## src/iowd_defs.vh

```
// How it works
// - A write to I/O port 0x443 arms the watchdog with the low four data bits as timeout code.
// - A write to I/O port 0x441 disarms the watchdog and its data is ignored.
// - On expiry the block raises reset or NMI as the jumper input selects.
// - The interval is (15 minus code) times 8 seconds, so F is 0 s and 0 is 120 s.
// - The interval must be within 25 percent of nominal, and within 4 percent for codes F and E.
`ifndef IOWD_DEFS_VH
`define IOWD_DEFS_VH

// ----------------------------------------
// Port addresses and fields
// ----------------------------------------
`define IOWD_ADDR_DISARM 16'h0441
`define IOWD_ADDR_ARM 16'h0443
`define IOWD_CODE_MSB 3
`define IOWD_CODE_MAX 4'hF
`define IOWD_STEP_SEC 32'h0000_0008

// ----------------------------------------
// Timing
// ----------------------------------------
`define IOWD_CLK_HZ 32'h05F5_E100
`define IOWD_PULSE_CYC 32'h0000_0010
`define IOWD_SEC_W 7
`define IOWD_DIV_W 32
`define IOWD_PULSE_W 8

`endif

```

## src/iowd_watchdog.v

```verilog
`include "iowd_defs.vh"

module iowd_watchdog #(
  parameter CYC_PER_SEC = `IOWD_CLK_HZ,
  parameter PULSE_CYC = `IOWD_PULSE_CYC
) (
  // Clock and reset
  input wire clk_sys_in,
  input wire rst_in,
  // Host I/O write port
  input wire io_wr_in,
  input wire [15:0] io_addr_in,
  input wire [15:0] io_data_in,
  // Board jumper, high selects NMI, low selects reset
  input wire sel_nmi_in,
  // Expiry actions and armed status
  output wire sys_rst_out,
  output wire nmi_out,
  output wire armed_out
);

  // ----------------------------------------
  // Local constants
  // ----------------------------------------
  localparam DIV_W = `IOWD_DIV_W;
  localparam SEC_W = `IOWD_SEC_W;
  localparam PULSE_W = `IOWD_PULSE_W;
  localparam [DIV_W-1:0] DIV_ZERO = {DIV_W{1'h0}};
  localparam [DIV_W-1:0] DIV_ONE = {{(DIV_W-1){1'h0}}, 1'h1};
  localparam [DIV_W-1:0] DIV_LAST = CYC_PER_SEC - 1;
  localparam [SEC_W-1:0] SEC_ZERO = {SEC_W{1'h0}};
  localparam [SEC_W-1:0] SEC_ONE = {{(SEC_W-1){1'h0}}, 1'h1};
  localparam [PULSE_W-1:0] PULSE_ZERO = {PULSE_W{1'h0}};
  localparam [PULSE_W-1:0] PULSE_ONE = {{(PULSE_W-1){1'h0}}, 1'h1};
  localparam [31:0] PULSE_FULL = PULSE_CYC;
  localparam [PULSE_W-1:0] PULSE_LOAD = PULSE_FULL[PULSE_W-1:0] - PULSE_ONE;

  // ----------------------------------------
  // States
  // ----------------------------------------
  // One-hot: idle waits for an arm write, count runs the interval.
  localparam ST_W = 2;
  localparam [ST_W-1:0] ST_IDLE = 2'h1;
  localparam [ST_W-1:0] ST_COUNT = 2'h2;
  localparam ST_COUNT_BIT = 1;

  // ----------------------------------------
  // Functions
  // ----------------------------------------
  // code to seconds
  // Whole multiples of the one second tick keep the error far inside the
  // allowed tolerance, with a restart granularity of one clock cycle.
  function [SEC_W-1:0] secs_of;
    input [`IOWD_CODE_MSB:0] code;
    reg [31:0] full;
    begin
      full = `IOWD_STEP_SEC * (`IOWD_CODE_MAX - code);
      secs_of = full[SEC_W-1:0];
    end
  endfunction

  function port_hit;
    input wr;
    input [15:0] addr;
    input [15:0] port;
    begin
      port_hit = wr && (addr == port);
    end
  endfunction

  // ----------------------------------------
  // Write decode
  // ----------------------------------------
  wire arm_wr;
  wire dis_wr;
  assign arm_wr = port_hit(io_wr_in, io_addr_in, `IOWD_ADDR_ARM);
  // disarm port decode
  // Only the write strobe and the address are decoded, so the data of a disarm
  // write is never looked at.
  assign dis_wr = port_hit(io_wr_in, io_addr_in, `IOWD_ADDR_DISARM);

  // ----------------------------------------
  // Registers
  // ----------------------------------------
  reg [DIV_W-1:0] div_q;
  reg [DIV_W-1:0] div_d;
  reg tick_q;
  reg tick_d;
  reg [ST_W-1:0] state_q;
  reg [ST_W-1:0] state_d;
  reg [SEC_W-1:0] secs_q;
  reg [SEC_W-1:0] secs_d;
  reg [PULSE_W-1:0] pulse_q;
  reg [PULSE_W-1:0] pulse_d;
  reg rst_act_q;
  reg rst_act_d;
  reg nmi_act_q;
  reg nmi_act_d;
  wire counting;
  wire at_zero;
  wire fire;

  assign counting = state_q[ST_COUNT_BIT];
  assign at_zero = (secs_q == SEC_ZERO);
  // An arm or disarm write in the expiry cycle wins over the expiry itself.
  assign fire = counting && at_zero && !arm_wr && !dis_wr;

  // ----------------------------------------
  // Seconds timebase
  // ----------------------------------------
  // whole second ticks
  // Restarting the divider on every arm write keeps each second whole.
  always @* begin
    div_d = div_q + DIV_ONE;
    tick_d = 1'h0;
    if (arm_wr || (div_q == DIV_LAST)) begin
      div_d = DIV_ZERO;
      tick_d = !arm_wr;
    end
  end

  always @(posedge clk_sys_in or posedge rst_in) begin
    if (rst_in) begin
      div_q <= DIV_ZERO;
      tick_q <= 1'h0;
    end else begin
      div_q <= div_d;
      tick_q <= tick_d;
    end
  end

  // ----------------------------------------
  // Arm state
  // ----------------------------------------
  always @* begin
    state_d = state_q;
    case (state_q)
      ST_IDLE: begin
        if (arm_wr) begin
          state_d = ST_COUNT;
        end
      end
      ST_COUNT: begin
        if (dis_wr) begin
          state_d = ST_IDLE;
        end else if (fire) begin
          state_d = ST_IDLE;
        end
      end
      default: begin
        state_d = ST_IDLE;
      end
    endcase
  end

  always @(posedge clk_sys_in or posedge rst_in) begin
    if (rst_in) begin
      state_q <= ST_IDLE;
    end else begin
      state_q <= state_d;
    end
  end

  // ----------------------------------------
  // Countdown
  // ----------------------------------------
  always @* begin
    secs_d = secs_q;
    if (arm_wr) begin
      secs_d = secs_of(io_data_in[`IOWD_CODE_MSB:0]);
    end else if (counting && !dis_wr && !at_zero && tick_q) begin
      secs_d = secs_q - SEC_ONE;
    end
  end

  always @(posedge clk_sys_in or posedge rst_in) begin
    if (rst_in) begin
      secs_q <= SEC_ZERO;
    end else begin
      secs_q <= secs_d;
    end
  end

  // ----------------------------------------
  // Expiry action
  // ----------------------------------------
  // jumper picks action
  // The jumper is read in the expiry cycle only, and a disarm does not cut a
  // running pulse, so the board always sees a full reset or NMI.
  always @* begin
    pulse_d = pulse_q;
    rst_act_d = rst_act_q;
    nmi_act_d = nmi_act_q;
    if (pulse_q != PULSE_ZERO) begin
      pulse_d = pulse_q - PULSE_ONE;
    end else begin
      rst_act_d = 1'h0;
      nmi_act_d = 1'h0;
    end
    if (fire) begin
      pulse_d = PULSE_LOAD;
      rst_act_d = !sel_nmi_in;
      nmi_act_d = sel_nmi_in;
    end
  end

  always @(posedge clk_sys_in or posedge rst_in) begin
    if (rst_in) begin
      pulse_q <= PULSE_ZERO;
      rst_act_q <= 1'h0;
      nmi_act_q <= 1'h0;
    end else begin
      pulse_q <= pulse_d;
      rst_act_q <= rst_act_d;
      nmi_act_q <= nmi_act_d;
    end
  end

  // ----------------------------------------
  // Outputs
  // ----------------------------------------
  // Every output is a flop, so the board never sees a decode glitch.
  assign sys_rst_out = rst_act_q;
  assign nmi_out = nmi_act_q;
  assign armed_out = state_q[ST_COUNT_BIT];

endmodule

```

## config.mk

```make
export PLATFORM = sky130hd
export DESIGN_NAME = iowd_watchdog
export DESIGN_NICKNAME = d
export VERILOG_FILES = /design/src/iowd_watchdog.v
export VERILOG_INCLUDE_DIRS = /design/src
export SDC_FILE = /design/constraint.sdc
export NUM_CORES = 1
export LEC_CHECK = 0
export ABC_CLOCK_PERIOD_IN_PS = 2200
export CORE_MARGIN = 2
export CORE_UTILIZATION = 30
export DETAILED_ROUTE_END_ITERATION = 8
export DONT_BUFFER_PORTS = 1
export GPL_TIMING_DRIVEN = 0
export HOLD_SLACK_MARGIN = 0.12
export PLACE_DENSITY_LB_ADDON = 0.12
export SLEW_MARGIN = 20
export SYNTH_ARGS = -nofsm -noshare
export SYNTH_HDL_FRONTEND = slang
export SYNTH_SLANG_ARGS = --single-unit
```

## constraint.sdc

```tcl
create_clock -name clk_sys_in -period 2.2 [get_ports clk_sys_in]
set_input_delay 0.44 -clock clk_sys_in [delete_from_list [all_inputs] [get_ports clk_sys_in]]
set_output_delay 0.44 -clock clk_sys_in [all_outputs]
set_load 0.1 [all_outputs]
```

==> results by group <==
Run status
  • Status: complete, no violations

Timing
  • Hold Vio Cnt, Final: 0
  • F_max: approximately 0.5 GHz
  • Tmin final: roughly 2000 ps
  • Hold slack: roughly 85 ps
  • Worst Slack Setup Final: roughly 170 ps
  • Slew Viols, Final: 0
  • Clock skew: 11.6 ps
  • Slew @ Worst Pin: slightly below 900 ps
  • Tcrit/Tclk final: 92.4%
  • RSZ-0062 raised after global routing: false
  • Relative slew slack: between 40% and 50%
  • Final setup viols: 0

Finish
  • Area of the multi-input gates: around 0.0016 mm^2
  • Sequential cell area: 0.00130 mm^2
  • Fill cells: a little over 1,000
  • Share of layout cells above drive strength 1: between 10 and 15%
  • Most frequent cells in the layout: dfrtp_1, a21oi_1, nand2_1
  • N_diodes: 0
  • Most common cell after layout, fill and taps aside: dfrtp_1
  • Syn-to-layout area delta: 11.4%
  • Nets: around 370
  • Core Util, Final: around a third
  • Cell area after layout: 0.00335 mm^2

Clock tree
  • CTS sink cnt: 52
  • H-Tree Depth: 2
  • CTS tree: done
  • CTS Hold Bufs: 0
  • CTS max path bufs: 2
  • Root Driver: clkbuf_8
  • Clock transition at the registers of the reported paths: around 100 ps
  • Clk Latency, worst-skew pair: ~310 ps
  • Inserted Clock Buffers: 5

Global route
  • Gr ovfl total: 0
  • Total track usage: approximately 13%
  • First-pass GRT wire length: between 10 and 15 mm
  • Antenna violations before repair: 0
  • Largest net degree at the start of global routing: between 50 and 60
  • Vias in the first global route: approximately 2,400

Critical path
  • Reg-to-reg critical path endpoint: div_q[22]$_DFF_PP0_
  • CP Launch Point: div_q[0]$_DFF_PP0_
  • FF-to-FF Start: div_q[0]$_DFF_PP0_
  • Setup slack, reg-to-reg: roughly 170 ps
  • Critical path required time: between 2000 and 2500 ps
  • CP endpoint: div_q[22]$_DFF_PP0_
  • Crit start category: flop
  • Crit path DAT: approximately 2200 ps
  • Maximum fanout along the worst path: 10
  • R2R cell count: 6
  • Endpoint class of the critical path: flop
  • Critical path class: reg2reg

Synthesis
  • Synth warn: 0
  • Syn Std Cell Area: ~0.0030 mm^2
  • Gate Count Post-Synth: approximately 320
  • Synth area leader: dfrtp_1
  • Post-synth EDFFs: 0
  • Post-synth cell types: 56
  • Predominant post-synthesis flop cell: dfrtp_1
  • Synth top area cells: dfrtp_1, a21oi_1, or4_1
  • Syn nets: 357
  • Seq/Total Area, Yosys: a little over two fifths
  • Post-synth top area share: approximately 42%
  • Mean Syn Cell Area: 9.51 um^2
  • Synth async-reset ratio: between 90% and 100%
  • #FFs+latches synth: 52

Routing
  • Routed Wire Length: around 7 mm
  • Wire per inst: approximately 15 um
  • Routed vias: around 2,500
  • Initial drt markers: between 80 and 90
  • Drt via density: about 5.4
  • DRC violations left: 0
  • Antenna viol nets, final: 0
  • Initial DRT Pass Iterations: 4

Placed design
  • IO Port Bufs: 0
  • Detailed Place HPWL: slightly below 5 mm
  • GP Congestion: about 0.74
  • Placed Instance Area: 0.00318 mm^2
  • Pre-CTS WS: -16.6 ps

Power and ir drop
  • Leakage: 1.30 nW
  • Peak VDD IR: 0.345 mV
  • Total power: about 2.1 mW
  • Pwr Density: ~620 mW/mm^2

Die
  • Die area: 0.0108 mm^2
  • DIE HEIGHT: between 100 and 150 um
  • CORE AREA: roughly 0.0097 mm^2
  • # rows: 36
  • I/O pin count: 39
  • Die W: 104 um
  • Initial Utilization: 30.9%

Job
  • Max-cap violations: 0

Min path
  • Worst min path class: in2async
[cells in the mapped netlist (2+ instances only)]
library cell	count
xnor2_1	5
ha_1	5
and3_1	7
dfrtp_1	51
inv_1	16
buf_2	5
or4_1	17
nand3_1	14
xor2_1	7
nand4_1	15
o211ai_1	2
nor4bb_1	2
buf_6	2
nand2_1	21
or3_1	8
nor2_1	18
nor4_1	7
and4_1	4
nand2b_1	3
clkbuf_1	2
and2_1	5
a31oi_1	2
clkbuf_2	2
nor2b_1	4
a221oi_1	2
nor4b_1	4
o21ai_0	10
o31ai_1	15
a21oi_1	26
mux2i_1	7
nor3_1	3
[final cells by class]
cell class,count,area share [%]
Multi-Input combinational cell,236,46.9
Sequential cell,52,38.9
Inverter,16,1.87
Buffer,12,2.17
Clock buffer,5,2.05
Clock inverter,3,2.69
Tap cell,133,4.97
Timing Repair Buffer,2,0.448
[worst min-delay path by stage]
stage                  startpoint                 endpoint  slack (ps)  depth (start not counted)
2_1_floorplan  div_q[0]$_DFF_PP0_       div_q[0]$_DFF_PP0_         460                          1
3_3_place_gp   div_q[0]$_DFF_PP0_       div_q[0]$_DFF_PP0_         510                          1
3_5_place_dp               rst_in  sys_rst_out$_DFFE_PP0P_         470                          1
4_1_cts                    rst_in  sys_rst_out$_DFFE_PP0P_         130                          1
5_1_grt                    rst_in  sys_rst_out$_DFFE_PP0P_         160                          1
6_report                   rst_in  sys_rst_out$_DFFE_PP0P_          90                          1
[cells by family (layout without fill, tap and decap cells)]
kind of cell | Yosys count | after routing | share of synthesized area (%)
AOI/OAI and AO/OA | 69 | 69 | 15.5
muxes | 8 | 8 | 2.71
adders and majority gates | 5 | 5 | 2.08
and+or+nand+nor | 142 | 142 | 28.5
buffers and inverters | 28 | 38 | 4.41
DFF | 52 | 52 | 43.3
xor gates and xnor gates | 12 | 12 | 3.50
[what timing repair did]
action                                  in CTS  in global routing
pin swaps                                    1                  1
gates resized for setup                      0                  1
endpoints found under the setup margin      20                 21
buffers inserted                             0                  2
[per-layer routing]
layer | vias to the layer above | share of wire, % | track usage (%) | wire length, um
met5 | - | 0 | 0 | 0
met4 | 0 | 1.3 | 3.47 | 88
met3 | 9 | 3.1 | 2.88 | 218
met2 | 36 | 44 | 20.0 | 3060
met1 | 1205 | 52 | 19.7 | 3610
li1 | 1212 | - | - | -
[sequential cells by signal (all words and copies together) (netlist names)]
| name | cells |
|---|---|
| nmi_out | 1 |
| pulse_q | 8 |
| div_q | 32 |
| state_q | 2 |
| tick_q | 1 |
| secs_q | 7 |
| sys_rst_out | 1 |
[where the power goes]
part	internal, mW	leakage, nW	total, mW	switching (mW)
logic	0.0516	0.592	0.137	0.0849
registers	0.997	0.633	1.05	0.0536
clock network	0.569	0.0784	0.903	0.334
total	1.62	1.30	2.09	0.472
[critical path, cell delays in order (launching register included)]
cell     delay, ps
dfrtp_1        430
ha_1           260
nand2_1        150
or3_4          380
o32ai_4        420
buf_6          210
a21oi_1         50
[metrics by stage]
step / TNS, ps / cells
6_report: 0 / 459
4_1_cts: 0 / 457
3_5_place_dp: -140 / 449
2_1_floorplan: 0 / 316
3_3_place_gp: -13810 / 449
5_1_grt: 0 / 459
Power figures use the tool's default switching activity.
